==> src/verilog/cpf_cfg.svh <==
// Purpose: offsets, field positions and reset values of the follower control registers
// Assumes: registers sit in aligned 32-bit words
// Notes:   definitions only
`ifndef CPF_CFG_SVH
`define CPF_CFG_SVH

// ----------------------------------------------------------------
// register offsets (byte addresses)
// ----------------------------------------------------------------
`define CPF_OFS_CTRL       8'h00
`define CPF_OFS_STATUS     8'h04
`define CPF_OFS_DATA       8'h08
`define CPF_OFS_COUNT      8'h0c

// ----------------------------------------------------------------
// control field positions and reset value
// ----------------------------------------------------------------
`define CPF_CTRL_EN_BIT    0
`define CPF_CTRL_USER_BIT  1
`define CPF_CTRL_CPNUM_LSB 4
`define CPF_CTRL_WAIT_LSB  8
`define CPF_CTRL_WORDS_LSB 12
`define CPF_CTRL_RESET     32'h0000_0000

`endif

==> src/verilog/cpf_pkg.sv <==
// Purpose: types shared by the coprocessor pipeline follower files
// Assumes: nothing
// Notes:   handshake codes are the documented two-bit encodings
`default_nettype none

package cpf_pkg;

  typedef enum logic [1:0] {
    cpf_hs_wait   = 2'h0,
    cpf_hs_go     = 2'h1,
    cpf_hs_absent = 2'h2,
    cpf_hs_last   = 2'h3
  } cpf_hs_t;

  typedef enum logic [3:0] {
    cpf_st_idle = 4'h1,
    cpf_st_wait = 4'h2,
    cpf_st_xfer = 4'h4,
    cpf_st_mem  = 4'h8
  } cpf_state_t;

  typedef enum logic [1:0] {
    cpf_cl_none   = 2'h0,
    cpf_cl_ldst   = 2'h1,
    cpf_cl_move   = 2'h2,
    cpf_cl_dataop = 2'h3
  } cpf_cls_t;

endpackage : cpf_pkg

`default_nettype wire

==> src/verilog/cpf_decode.sv <==
// Purpose: classify an instruction and decide whether this follower claims it
// Assumes: 32-bit instruction encoding, coprocessor number in bits 11:8
// Notes:   purely combinational
`default_nettype none

module cpf_decode
  import cpf_pkg::*;
(
  input  wire logic [31:0] instr,
  input  wire logic [3:0]  cp_num,
  input  wire logic        enable,
  input  wire logic        user_ok,
  input  wire logic        privilege_flag_n,
  input  wire logic        compact_isa_flag,
  output var  logic        ours,
  output var  cpf_cls_t    cls,
  output var  logic        load
);

  always_comb begin
    cls  = cpf_cl_none;
    load = instr[20];
    if (instr[27:25] == 3'h6) begin
      cls = cpf_cl_ldst;
    end else if (instr[27:24] == 4'he) begin
      cls = instr[4] ? cpf_cl_move : cpf_cl_dataop;
    end
    // compact instruction set carries no coprocessor instructions
    ours = enable && !compact_isa_flag && (cls != cpf_cl_none) &&
           (instr[11:8] == cp_num) && (privilege_flag_n || user_ok);
  end

endmodule : cpf_decode

`default_nettype wire

==> src/verilog/cpf_ahb_regs.sv <==
// Purpose: AHB-Lite slave for the follower control and status words
// Assumes: single word transfers, one wait state on every access
// Notes:   unmapped reads return zero, response is always OKAY
`default_nettype none
`include "cpf_cfg.svh"

module cpf_ahb_regs (
  input  wire logic        hclk,
  input  wire logic        hresetn,
  input  wire logic        hsel,
  input  wire logic [31:0] haddr,
  input  wire logic [1:0]  htrans,
  input  wire logic        hwrite,
  input  wire logic [2:0]  hsize,
  input  wire logic [31:0] hwdata,
  input  wire logic        hready,
  input  wire logic [31:0] status_in,
  input  wire logic [31:0] data_in,
  input  wire logic [31:0] count_in,
  output logic             hreadyout,
  output logic [31:0]      hrdata,
  output logic             hresp,
  output logic [31:0]      ctrl
);

  logic        pend_reg,  pend_next;
  logic        wr_reg,    wr_next;
  logic [7:0]  addr_reg,  addr_next;
  logic [31:0] ctrl_next, rdata_next;

  // ----------------------------------------------------------------
  // address phase capture, data phase answer one cycle later
  // ----------------------------------------------------------------
  always_comb begin
    pend_next  = 1'b0;
    wr_next    = wr_reg;
    addr_next  = addr_reg;
    ctrl_next  = ctrl;
    rdata_next = hrdata;
    if (hsel && htrans[1] && hready && (hsize == 3'h2)) begin
      pend_next = 1'b1;
      wr_next   = hwrite;
      addr_next = haddr[7:0];
    end
    if (pend_reg) begin
      if (wr_reg && addr_reg == `CPF_OFS_CTRL) begin
        ctrl_next = hwdata;
      end
      unique case (addr_reg)
        `CPF_OFS_CTRL:   rdata_next = ctrl;
        `CPF_OFS_STATUS: rdata_next = status_in;
        `CPF_OFS_DATA:   rdata_next = data_in;
        `CPF_OFS_COUNT:  rdata_next = count_in;
        default:         rdata_next = 32'h0;
      endcase
    end
  end

  always_ff @(posedge hclk or negedge hresetn) begin
    if (!hresetn) begin
      pend_reg  <= 1'b0;
      wr_reg    <= 1'b0;
      addr_reg  <= 8'h0;
      ctrl      <= `CPF_CTRL_RESET;
      hrdata    <= 32'h0;
      hreadyout <= 1'b1;
      hresp     <= 1'b0;
    end else begin
      pend_reg  <= pend_next;
      wr_reg    <= wr_next;
      addr_reg  <= addr_next;
      ctrl      <= ctrl_next;
      hrdata    <= rdata_next;
      hreadyout <= !pend_next;
      hresp     <= 1'b0;
    end
  end

endmodule : cpf_ahb_regs

`default_nettype wire

==> src/verilog/cpf_follower.sv <==
// Purpose: coprocessor pipeline follower attached to a core's coprocessor port
// Assumes: all port inputs synchronous to hclk, core outputs come from registers
// Notes:   configured and observed over AHB-Lite; one claimed coprocessor number
`default_nettype none
`include "cpf_cfg.svh"

// Contract
// - burst length n means n+1 words, zero one word, all ones sixteen
// - burst length stays zero when the follower is not active
// - follower advances only on edges with the follower clock enable high
// - instruction enters the follower when entry strobe low and enable high
// - 32-bit data in from the core, 32-bit registered data back
// - late cancel in first memory cycle drops instruction with no state change
// - handshake codes: 10 absent, 00 wait, 01 go, 11 last
// - follower receives each instruction one cycle behind the core
// - no new instruction enters Execute while the enable is low
// - commit only when execute pass high with go or last
// - go means more execute cycles follow; commit also needs execute pass
// - transfers answer go while two or more words remain, last at one
// - single item: waits then last; data operations answer last
// - without a claimable coprocessor both handshakes read absent
// - idle outputs are merge-neutral: absent code, zero data, zero burst
module cpf_follower
  import cpf_pkg::*;
(
  input  wire logic        hclk,
  input  wire logic        hresetn,
  input  wire logic        hsel,
  input  wire logic [31:0] haddr,
  input  wire logic [1:0]  htrans,
  input  wire logic        hwrite,
  input  wire logic [2:0]  hsize,
  input  wire logic [31:0] hwdata,
  input  wire logic        hready,
  output logic             hreadyout,
  output logic [31:0]      hrdata,
  output logic             hresp,
  input  wire logic        follower_clock_enable,
  input  wire logic [31:0] follower_instruction_bus,
  input  wire logic        instr_entry_n,
  input  wire logic        execute_pass,
  input  wire logic        late_cancel,
  input  wire logic        compact_isa_flag,
  input  wire logic        privilege_flag_n,
  input  wire logic [31:0] data_to_follower,
  output logic [1:0]       decode_handshake,
  output logic [1:0]       execute_handshake,
  output logic [31:0]      data_from_follower,
  output logic [3:0]       burst_word_count
);

  // ----------------------------------------------------------------
  // declarations
  // ----------------------------------------------------------------
  logic [31:0] ctrl;
  logic        enable;
  logic        user_ok;
  logic [3:0]  cp_num;
  logic [3:0]  wait_cfg;
  logic [3:0]  words_cfg;
  logic        adv;

  logic [31:0] fetch_instr_reg, fetch_instr_next;
  logic        fetch_valid_reg, fetch_valid_next;
  logic [31:0] dec_instr_reg,   dec_instr_next;
  logic        dec_valid_reg,   dec_valid_next;

  cpf_state_t  state_reg,  state_next;
  cpf_cls_t    ex_cls_reg, ex_cls_next;
  logic        ex_load_reg, ex_load_next;
  logic [3:0]  wait_cnt_reg, wait_cnt_next;
  logic [4:0]  remain_reg,   remain_next;
  logic [31:0] data_reg,     data_next;
  logic [15:0] commit_cnt_reg, commit_cnt_next;

  cpf_hs_t     dec_hs_reg, dec_hs_next;
  cpf_hs_t     ex_hs_reg,  ex_hs_next;
  logic [3:0]  burst_reg,  burst_next;
  logic [31:0] dout_reg,   dout_next;

  logic        nd_ours, cd_ours;
  cpf_cls_t    nd_cls,  cd_cls;
  logic        nd_load, cd_load;
  logic        drive_out;

  assign enable    = ctrl[`CPF_CTRL_EN_BIT];
  assign user_ok   = ctrl[`CPF_CTRL_USER_BIT];
  assign cp_num    = ctrl[`CPF_CTRL_CPNUM_LSB +: 4];
  assign wait_cfg  = ctrl[`CPF_CTRL_WAIT_LSB +: 4];
  assign words_cfg = ctrl[`CPF_CTRL_WORDS_LSB +: 4];
  assign adv       = follower_clock_enable && !instr_entry_n;

  // ----------------------------------------------------------------
  // register slave and instruction classifiers
  // ----------------------------------------------------------------
  cpf_ahb_regs u_regs (
    .hclk      (hclk),
    .hresetn   (hresetn),
    .hsel      (hsel),
    .haddr     (haddr),
    .htrans    (htrans),
    .hwrite    (hwrite),
    .hsize     (hsize),
    .hwdata    (hwdata),
    .hready    (hready),
    .status_in ({28'h0, state_reg}),
    .data_in   (data_reg),
    .count_in  ({16'h0, commit_cnt_reg}),
    .hreadyout (hreadyout),
    .hrdata    (hrdata),
    .hresp     (hresp),
    .ctrl      (ctrl)
  );

  cpf_decode u_dec_next (
    .instr            (dec_instr_next),
    .cp_num           (cp_num),
    .enable           (enable),
    .user_ok          (user_ok),
    .privilege_flag_n (privilege_flag_n),
    .compact_isa_flag (compact_isa_flag),
    .ours             (nd_ours),
    .cls              (nd_cls),
    .load             (nd_load)
  );

  cpf_decode u_dec_cur (
    .instr            (dec_instr_reg),
    .cp_num           (cp_num),
    .enable           (enable),
    .user_ok          (user_ok),
    .privilege_flag_n (privilege_flag_n),
    .compact_isa_flag (compact_isa_flag),
    .ours             (cd_ours),
    .cls              (cd_cls),
    .load             (cd_load)
  );

  // ----------------------------------------------------------------
  // fetch and decode stages of the follower
  // ----------------------------------------------------------------
  always_comb begin
    fetch_instr_next = fetch_instr_reg;
    fetch_valid_next = fetch_valid_reg;
    dec_instr_next   = dec_instr_reg;
    dec_valid_next   = dec_valid_reg;
    if (adv) begin
      fetch_instr_next = follower_instruction_bus;
      fetch_valid_next = 1'b1;
      dec_instr_next   = fetch_instr_reg;
      dec_valid_next   = fetch_valid_reg;
    end
  end

  always_ff @(posedge hclk or negedge hresetn) begin
    if (!hresetn) begin
      fetch_instr_reg <= 32'h0;
      fetch_valid_reg <= 1'b0;
      dec_instr_reg   <= 32'h0;
      dec_valid_reg   <= 1'b0;
    end else begin
      fetch_instr_reg <= fetch_instr_next;
      fetch_valid_reg <= fetch_valid_next;
      dec_instr_reg   <= dec_instr_next;
      dec_valid_reg   <= dec_valid_next;
    end
  end

  // ----------------------------------------------------------------
  // execute and memory stages
  // ----------------------------------------------------------------
  always_comb begin
    state_next      = state_reg;
    ex_cls_next     = ex_cls_reg;
    ex_load_next    = ex_load_reg;
    wait_cnt_next   = wait_cnt_reg;
    remain_next     = remain_reg;
    data_next       = data_reg;
    commit_cnt_next = commit_cnt_reg;
    if (follower_clock_enable) begin
      unique case (state_reg)
        cpf_st_wait: begin
          if (!execute_pass) begin
            state_next = cpf_st_idle;
          end else if (wait_cnt_reg == 4'h1) begin
            state_next = cpf_st_xfer;
          end else begin
            wait_cnt_next = wait_cnt_reg - 4'h1;
          end
        end
        cpf_st_xfer: begin
          if (!execute_pass) begin
            state_next = cpf_st_idle;
          end else if (remain_reg == 5'h1) begin
            state_next = cpf_st_mem;
          end else begin
            remain_next = remain_reg - 5'h1;
          end
        end
        cpf_st_mem: begin
          state_next = cpf_st_idle;
          if (!late_cancel) begin
            commit_cnt_next = commit_cnt_reg + 16'h1;
            if ((ex_cls_reg == cpf_cl_move && !ex_load_reg) ||
                (ex_cls_reg == cpf_cl_ldst && ex_load_reg)) begin
              data_next = data_to_follower;
            end
          end
        end
        default: begin
          state_next = cpf_st_idle;
        end
      endcase
      if (adv && dec_valid_reg && cd_ours &&
          (state_reg == cpf_st_idle || state_reg == cpf_st_mem)) begin
        ex_cls_next   = cd_cls;
        ex_load_next  = cd_load;
        wait_cnt_next = wait_cfg;
        remain_next   = (cd_cls == cpf_cl_ldst) ? {1'b0, words_cfg} + 5'h1 : 5'h1;
        state_next    = (wait_cfg != 4'h0) ? cpf_st_wait : cpf_st_xfer;
      end
    end
  end

  always_ff @(posedge hclk or negedge hresetn) begin
    if (!hresetn) begin
      state_reg      <= cpf_st_idle;
      ex_cls_reg     <= cpf_cl_none;
      ex_load_reg    <= 1'b0;
      wait_cnt_reg   <= 4'h0;
      remain_reg     <= 5'h0;
      data_reg       <= 32'h0;
      commit_cnt_reg <= 16'h0;
    end else begin
      state_reg      <= state_next;
      ex_cls_reg     <= ex_cls_next;
      ex_load_reg    <= ex_load_next;
      wait_cnt_reg   <= wait_cnt_next;
      remain_reg     <= remain_next;
      data_reg       <= data_next;
      commit_cnt_reg <= commit_cnt_next;
    end
  end

  // ----------------------------------------------------------------
  // handshake, burst and data outputs
  // ----------------------------------------------------------------
  always_comb begin
    drive_out = (ex_cls_next == cpf_cl_move) ? ex_load_next :
                (ex_cls_next == cpf_cl_ldst) ? !ex_load_next : 1'b0;
    dec_hs_next = cpf_hs_absent;
    if (dec_valid_next && nd_ours) begin
      if (state_next == cpf_st_wait || state_next == cpf_st_xfer || wait_cfg != 4'h0) begin
        dec_hs_next = cpf_hs_wait;
      end else if (nd_cls == cpf_cl_ldst && words_cfg != 4'h0) begin
        dec_hs_next = cpf_hs_go;
      end else begin
        dec_hs_next = cpf_hs_last;
      end
    end
    ex_hs_next = cpf_hs_absent;
    if (enable && state_next == cpf_st_wait) begin
      ex_hs_next = cpf_hs_wait;
    end else if (enable && state_next == cpf_st_xfer) begin
      ex_hs_next = (remain_next >= 5'h2) ? cpf_hs_go : cpf_hs_last;
    end
    burst_next = 4'h0;
    if (state_next == cpf_st_xfer && ex_cls_next == cpf_cl_ldst) begin
      burst_next = words_cfg;
    end
    dout_next = 32'h0;
    if ((state_next == cpf_st_xfer || state_next == cpf_st_mem) && drive_out) begin
      dout_next = data_next;
    end
  end

  always_ff @(posedge hclk or negedge hresetn) begin
    if (!hresetn) begin
      dec_hs_reg <= cpf_hs_absent;
      ex_hs_reg  <= cpf_hs_absent;
      burst_reg  <= 4'h0;
      dout_reg   <= 32'h0;
    end else begin
      dec_hs_reg <= dec_hs_next;
      ex_hs_reg  <= ex_hs_next;
      burst_reg  <= burst_next;
      dout_reg   <= dout_next;
    end
  end

  assign decode_handshake   = dec_hs_reg;
  assign execute_handshake  = ex_hs_reg;
  assign burst_word_count   = burst_reg;
  assign data_from_follower = dout_reg;
endmodule : cpf_follower

`default_nettype wire

==> config.mk <==
export PLATFORM = sky130hd
export DESIGN_NAME = cpf_follower
export DESIGN_NICKNAME = d
export VERILOG_FILES = /design/src/verilog/cpf_pkg.sv /design/src/verilog/cpf_decode.sv /design/src/verilog/cpf_ahb_regs.sv /design/src/verilog/cpf_follower.sv
export VERILOG_INCLUDE_DIRS = /design/src /design/src/verilog
export SDC_FILE = /design/constraint.sdc
export NUM_CORES = 1
export LEC_CHECK = 0
export BUFFER_PORTS_ARGS = -buffer_cell sky130_fd_sc_hd__buf_2
export CAP_MARGIN = 0
export CELL_PAD_IN_SITES_DETAIL_PLACEMENT = 1
export CELL_PAD_IN_SITES_GLOBAL_PLACEMENT = 2
export CORE_MARGIN = 10
export CORE_UTILIZATION = 35
export DETAILED_ROUTE_END_ITERATION = 10
export GPL_TIMING_DRIVEN = 0
export PLACE_DENSITY = 0.79
export SLEW_MARGIN = 40
export SYNTH_ARGS = -nofsm -noshare
export SYNTH_HDL_FRONTEND = slang
export SYNTH_HIERARCHICAL = 1
export SYNTH_SLANG_ARGS = --single-unit
==> constraint.sdc <==
create_clock -name hclk -period 2.76 [get_ports hclk]
set_input_delay 0.276 -clock hclk [delete_from_list [all_inputs] [get_ports hclk]]
set_output_delay 0.276 -clock hclk [all_outputs]
set_load 0.01 [all_outputs]
=== Word level (Yosys, flattened, before mapping) ===
Index checks and enable logic that the tools add are counted.

* Bits of input ports: 144
* Register bits: 237
* Bits in read-only memories: 0
* Memories: 0
* Latch bits: 0
* Bits in writable memories: 0

* Order comparisons: 1
* $mul: 0
* Mux-type cells: 46
* Shift operators: 0
* Eq/ne operators: 26
* Reductions and logical operators: 44
* Div/mod/pow operators: 0
* Add/subtract/negate cells: 4
* Bitwise logic cells: 1

{| class="wikitable"
|+ Operators by type and width
! kind !! count
|-
| $mux W32 || 5
|-
| $pmux W32 S4 || 1
|-
| $mux W4 || 11
|-
| $mux W5 || 6
|-
| $mux W28 || 1
|-
| $mux W2 || 12
|-
| $logic_and A1 B1 Y1 || 23
|-
| $add A16 B1 Y16 const B || 1
|-
| $eq A4 B4 Y1 const B || 4
|-
| $eq A8 B4 Y1 const B || 2
|-
| $eq A2 B1 Y1 const B || 4
|-
| $eq A4 B1 Y1 const B || 2
|-
| $eq A4 B2 Y1 const B || 2
|-
| $eq A4 B3 Y1 const B || 2
|-
| $eq A4 B4 Y1 || 2
|-
| $eq A8 B3 Y1 const B || 1
|-
| $logic_not A8 Y1 || 1
|-
| $mux W1 || 8
|-
| $pmux W4 S2 || 1
|-
| $reduce_bool A2 Y1 || 4
|-
| $reduce_bool A4 Y1 || 2
|-
| $eq A3 B3 Y1 const B || 2
|-
| $logic_or A1 B1 Y1 || 6
|-
| $add A4 B1 Y5 const B || 1
|-
| other kinds (13) || 18
|}

=== Depth between registers and ports, before layout ===
* Word-level depth: 16
* Depth in mapped cells: 10
* Depth with buffers taken out: 9

=== Modules after synthesis ===
The synthesis kept the hierarchy.

{| class="wikitable"
|+ By module, submodules not included
! module !! times used !! seq. area each (um2) !! area each (um2) !! cells an instance
|-
| cpf_follower || 1 || 4,257.8 || 7,322.0 || 509
|-
| cpf_ahb_regs || 1 || 1,878.1 || 3,653.5 || 210
|-
| cpf_decode || 2 || 0.0 || 97.6 || 12
|}

=== Least setup slack after synthesis ===
No wires, ideal clock.

* Kind: register to register
* Start: reg u_regs.ctrl[5]
* End: reg dout_reg[10], in the netlist data_from_follower[10]
* Stages on the path, launching flop included: 11
* Setup time: 0.068 ns
* Arrival time: 2.597 ns
* Setup slack: 0.096 ns
* Cell sequence: dfrtp_1 -> xnor2_1 -> nand4_1 -> a2111oi_2 -> nand4b_2 -> nor3_4 -> mux2_2 -> mux2i_1 -> o211ai_2 -> buf_6 -> nor2b_4

* Cells in the longest elaborated chain, start to end: 12

{| class="wikitable"
|+ RTL lines
! element !! line !! text
|-
| start, declared || cpf_ahb_regs.sv:23 || <nowiki>output logic [31:0] ctrl</nowiki>
|-
| start signal, assigned || cpf_ahb_regs.sv:64 || <nowiki>ctrl <= `CPF_CTRL_RESET;</nowiki>
|-
| start signal, assigned || cpf_ahb_regs.sv:72 || <nowiki>ctrl <= ctrl_next;</nowiki>
|-
| $eq A4 B4 Y1 (*) || cpf_decode.sv:30 || <nowiki>(instr[11:8] == cp_num) && (privilege_flag_n || user_ok);</nowiki>
|-
| $logic_and A1 B1 Y1 (*) || cpf_decode.sv:29 || <nowiki>ours = enable && !compact_isa_flag && (cls != cpf_cl_none) &&</nowiki>
|-
| $logic_and A1 B1 Y1 (*) || cpf_decode.sv:30 ||
|-
| via cd_ours || cpf_follower.sv:81 || <nowiki>logic nd_ours, cd_ours;</nowiki>
|-
| $logic_and A1 B1 Y1 (*) (2 in series) || cpf_follower.sv:214 || <nowiki>if (adv && dec_valid_reg && cd_ours &&</nowiki>
|-
| $mux W1 (*) || cpf_follower.sv:214 ||
|-
| $mux W1 (*) || cpf_follower.sv:180 || <nowiki>if (follower_clock_enable) begin</nowiki>
|-
| via ex_load_next || cpf_follower.sv:70 || <nowiki>logic ex_load_reg, ex_load_next;</nowiki>
|-
| $logic_not A1 Y1 || cpf_follower.sv:250 || <nowiki>(ex_cls_next == cpf_cl_ldst) ? !ex_load_next : 1'b0;</nowiki>
|-
| $mux W1 || cpf_follower.sv:250 ||
|-
| $mux W1 (*) || cpf_follower.sv:249 || <nowiki>drive_out = (ex_cls_next == cpf_cl_move) ? ex_load_next :</nowiki>
|-
| $logic_and A1 B1 Y1 (*) || cpf_follower.sv:272 || <nowiki>if ((state_next == cpf_st_xfer || state_next == cpf_st_mem) && drive_out) begin</nowiki>
|-
| $mux W32 (*) || cpf_follower.sv:272 ||
|-
| via dout_next[10] || cpf_follower.sv:79 || <nowiki>logic [31:0] dout_reg, dout_next;</nowiki>
|-
| end signal, assigned || cpf_follower.sv:287 || <nowiki>dout_reg <= dout_next;</nowiki>
|-
| end, declared || cpf_follower.sv:79 ||
|}

Mark *: on every way through the listed nets, which the timed path passes. The rest lies on a longest branch.
A chain may end at the register's enable or synchronous reset.

=== Worst setup path after layout ===
* Start: reg u_regs.ctrl[4]
* End: reg ex_hs_reg[1], in the netlist execute_handshake[1]

* Cells in the longest elaborated chain, start to end: 11

{| class="wikitable"
|+ RTL lines
! element !! line !! text
|-
| $eq A4 B4 Y1 (*) || cpf_decode.sv:30 ||
|-
| $logic_and A1 B1 Y1 (*) || cpf_decode.sv:29 ||
|-
| $logic_and A1 B1 Y1 (*) || cpf_decode.sv:30 ||
|-
| via cd_ours || cpf_follower.sv:81 ||
|-
| $logic_and A1 B1 Y1 (*) (2 in series) || cpf_follower.sv:214 ||
|-
| $mux W5 or $mux W4 (tied branches) || cpf_follower.sv:214 ||
|-
| $mux W5 or $mux W4 (tied branches) || cpf_follower.sv:180 ||
|-
| $ge A5 B2 Y1 or $eq A4 B3 Y1 (tied branches) || cpf_follower.sv:265, cpf_follower.sv:264 ||
|-
| $mux W2 or $logic_and A1 B1 Y1 (tied branches) || cpf_follower.sv:265, cpf_follower.sv:264 ||
|-
| $mux W2 || cpf_follower.sv:264 || <nowiki>end else if (enable && state_next == cpf_st_xfer) begin</nowiki>
|-
| $mux W2 (*) || cpf_follower.sv:262 || <nowiki>if (enable && state_next == cpf_st_wait) begin</nowiki>
|-
| via ex_hs_next[1] || cpf_follower.sv:77 || <nowiki>cpf_hs_t ex_hs_reg, ex_hs_next;</nowiki>
|-
| end signal, assigned || cpf_follower.sv:280 || <nowiki>ex_hs_reg <= cpf_hs_absent;</nowiki>
|-
| end signal, assigned || cpf_follower.sv:285 || <nowiki>ex_hs_reg <= ex_hs_next;</nowiki>
|-
| end, declared || cpf_follower.sv:77 ||
|}

Marked as above.

==> summary.md <==
| Metric | Value |
|---|---|
| Part of the power in the clock network | `44.0%` |
| GRT overflow | `0` |
| Initial Util | `35.5%` |
| Syn. warnings | `6` |
| Worst setup SP type | `flop` |
| Final wirelength | `27400 µm` |
| Power Density | `595 nW/µm²` |
| Port bufs | `169` |
| Final setup vio count | `18` |
| Reg2Reg Setup Slack | `-0.04 ns` |
| Final Wtd Congestion | `0.820` |
| Hold Crit Depth | `2` |
| Max Cap Viol | `0` |
| Clock tree sinks | `201` |
| Leak | `0.00619 µW` |
| Hold Vio Cnt, Final | `0` |
| WHS Endpoint | `data_reg[9]` |
| Fillers | `2785` |
| Skew final | `0.0274 ns` |
| Multi-input gate area | `4480 µm²` |
| RSZ-0062 raised after global routing | `true` |
| Min-Delay Path Class | `in -> reg` |
| Layout cells sized above 1 | `44.6%` |
| IO Count | `218` |
| Worst-path fanout max | `4` |
| CP Data Arrival Time | `3.20 ns` |
| Failing checks | `setup timing` |
| Comb pwr share | `13.8%` |
| Worst-Margin Slew | `0.697 ns` |
| HP Start | `data_to_follower[9]` |
| Placed Cells | `1209` |
| Core area | `27000 µm²` |
| Initial antenna violation count | `2` |
| CTS Buf Count | `24` |
| Mapped Cells | `654` |
| Setup crit end kind | `flop` |
| Reg2reg start | `u_regs/ctrl[4]` |
| Synth Cell Area | `9570 µm²` |
| Total number of vias | `6548` |
| First-pass GRT wire length | `42700 µm` |
| Final Max Slew Viols | `0` |
| Htree depth | `1` |
| Reg area | `5040 µm²` |
| FF-to-FF End | `execute_handshake[1]` |
| Clk_lat worst skew | `0.53 ns` |
| Avg WL per Cell | `20.3 µm` |
| Avg Cell Area, Syn | `14.6 µm²` |
| FF-to-FF path depth | `11` |
| Die X-Extent | `185 µm` |
| Sw power | `1890 µW` |
| Status | `finished, violations left` |
| Vias in the first global route | `7396` |
| Max Clk Rate | `0.358 GHz` |
| Power share of the sequential group | `42.2%` |
| Slew headroom | `53.2%` |
| Clock transition at the registers of the reported paths | `0.06 ns` |
| Area Overhead vs Synth | `35.7%` |
| P_int | `5830 µW` |
| Worst path required time | `3.16 ns` |
| Period utilization | `101%` |
| Clock Tree Root | `clkbuf_16` |
| Nets@finish | `1134` |
| CP startpoint | `u_regs/ctrl[4]` |
| TNS Setup | `-0.235 ns` |
| Final WS setup | `-0.0357 ns` |
| Post-layout min period | `2.80 ns` |
| HPWL after detailed placement | `19200 µm` |
| DIE AREA | `34300 µm²` |
| VDD IR max | `0.396 mV` |
| Largest net degree at the start of global routing | `71` |
| Layout Cells excl Fill | `1344` |
| # rows | `60` |
| Tot GR Track Use | `15.7%` |
| Post-route DRC | `0` |
| Overall die height | `185 µm` |
| CP Class | `reg -> reg` |
| CTS tree | `built` |
| Routed Antenna Nets | `0` |
| Vias per inst | `4.87` |
| Initial DRT Pass Iterations | `4` |
| Sw frac | `24.5%` |
| Worst-case clock buffer depth | `3` |
| Drt first-iter violations | `339` |
==> critical path, stage by stage (launching register included) <==
cell,delay [ns]
dfrtp_2,0.43
xnor2_2,0.17
nand4_1,0.18
a2111oi_4,0.26
nand4b_2,0.15
buf_6,0.16
nor4_4,0.34
o21a_1,0.20
buf_6,0.11
nor4b_4,0.04
or3_1,0.35
o311ai_2,0.27
==> routing by layer <==
| metal | up-vias | GRT usage, % | part of all wire, % |
|---|---|---|---|
| met2 | 119 | 27.7 | 53 |
| li1 | 3014 | - | - |
| met4 | 0 | 4.36 | 1.5 |
| met1 | 3388 | 19.3 | 42 |
| met5 | - | 0 | 0 |
| met3 | 27 | 2.70 | 3.9 |
==> area by class of cell <==
type,count,area share [%]
clock buffers,35,5.33
flip-flops and latches,201,38.8
well taps,341,3.29
repair buffers,260,14.0
inverters,15,0.434
diodes,2,0.0386
plain buffers,39,2.32
multi-input cells,442,34.5
clock inverters,9,1.25
==> power by group through the flow <==
| stage | registers [µW] | clock network [µW] | logic [µW] |
|---|---|---|---|
| 2_1_floorplan | 3300 | 0 | 590 |
| 3_3_place_gp | 3300 | 0 | 936 |
| 3_5_place_dp | 3310 | 0 | 970 |
| 4_1_cts | 3260 | 3490 | 1070 |
| 5_1_grt | 3280 | 3620 | 1170 |
| 6_report | 3260 | 3400 | 1070 |
==> placed cells by master (no fill, tap or decap), types with 21 or more instances in the layout <==
master           n
clkbuf_16       26
a22o_1          32
mux2_4          61
mux4_2          32
dlygate4sd3_1   77
buf_2          175
dfrtp_1        194
nor2b_4         27
nor2_1          21
conb_1          45
mux2_2          36
==> what timing repair did <==
action,in CTS,in global routing
endpoints found under the setup margin,44,43
gates cloned,0,2
gates resized for setup,17,22
endpoints found under the hold margin,137,3
buffers inserted,9,1
hold buffers,74,3
pin swaps,6,1
==> worst max-delay path by stage <==
stage,endpoint,slack (ns)
after CTS,data_from_follower[18],-0.02
final,execute_handshake[1],-0.04
after detailed placement,data_from_follower[5],-0.65
after floorplan,data_from_follower[10],0.1
after global placement,u_regs/ctrl[22],-2.19
after global routing,data_from_follower[10],-0.20
==> metrics by stage <==
stage | area (µm²) | util, % | hold WS, ns | worst slack (ns) | total power [µW]
floorplan | 9730 | - | -0.0196 | 0.0957 | 3890
global placement | 11000 | 40.8 | 0.461 | -2.19 | 4240
detailed placement | 11100 | 41.1 | 0.282 | -0.647 | 4280
CTS | 12800 | 47.5 | 0.00175 | -0.0185 | 7820
global route | 13000 | 48.2 | 0.00566 | -0.197 | 8070
finish | 13000 | 48.2 | 0.0118 | -0.0357 | 7720
No activity file was read; power rests on OpenSTA's default activity.
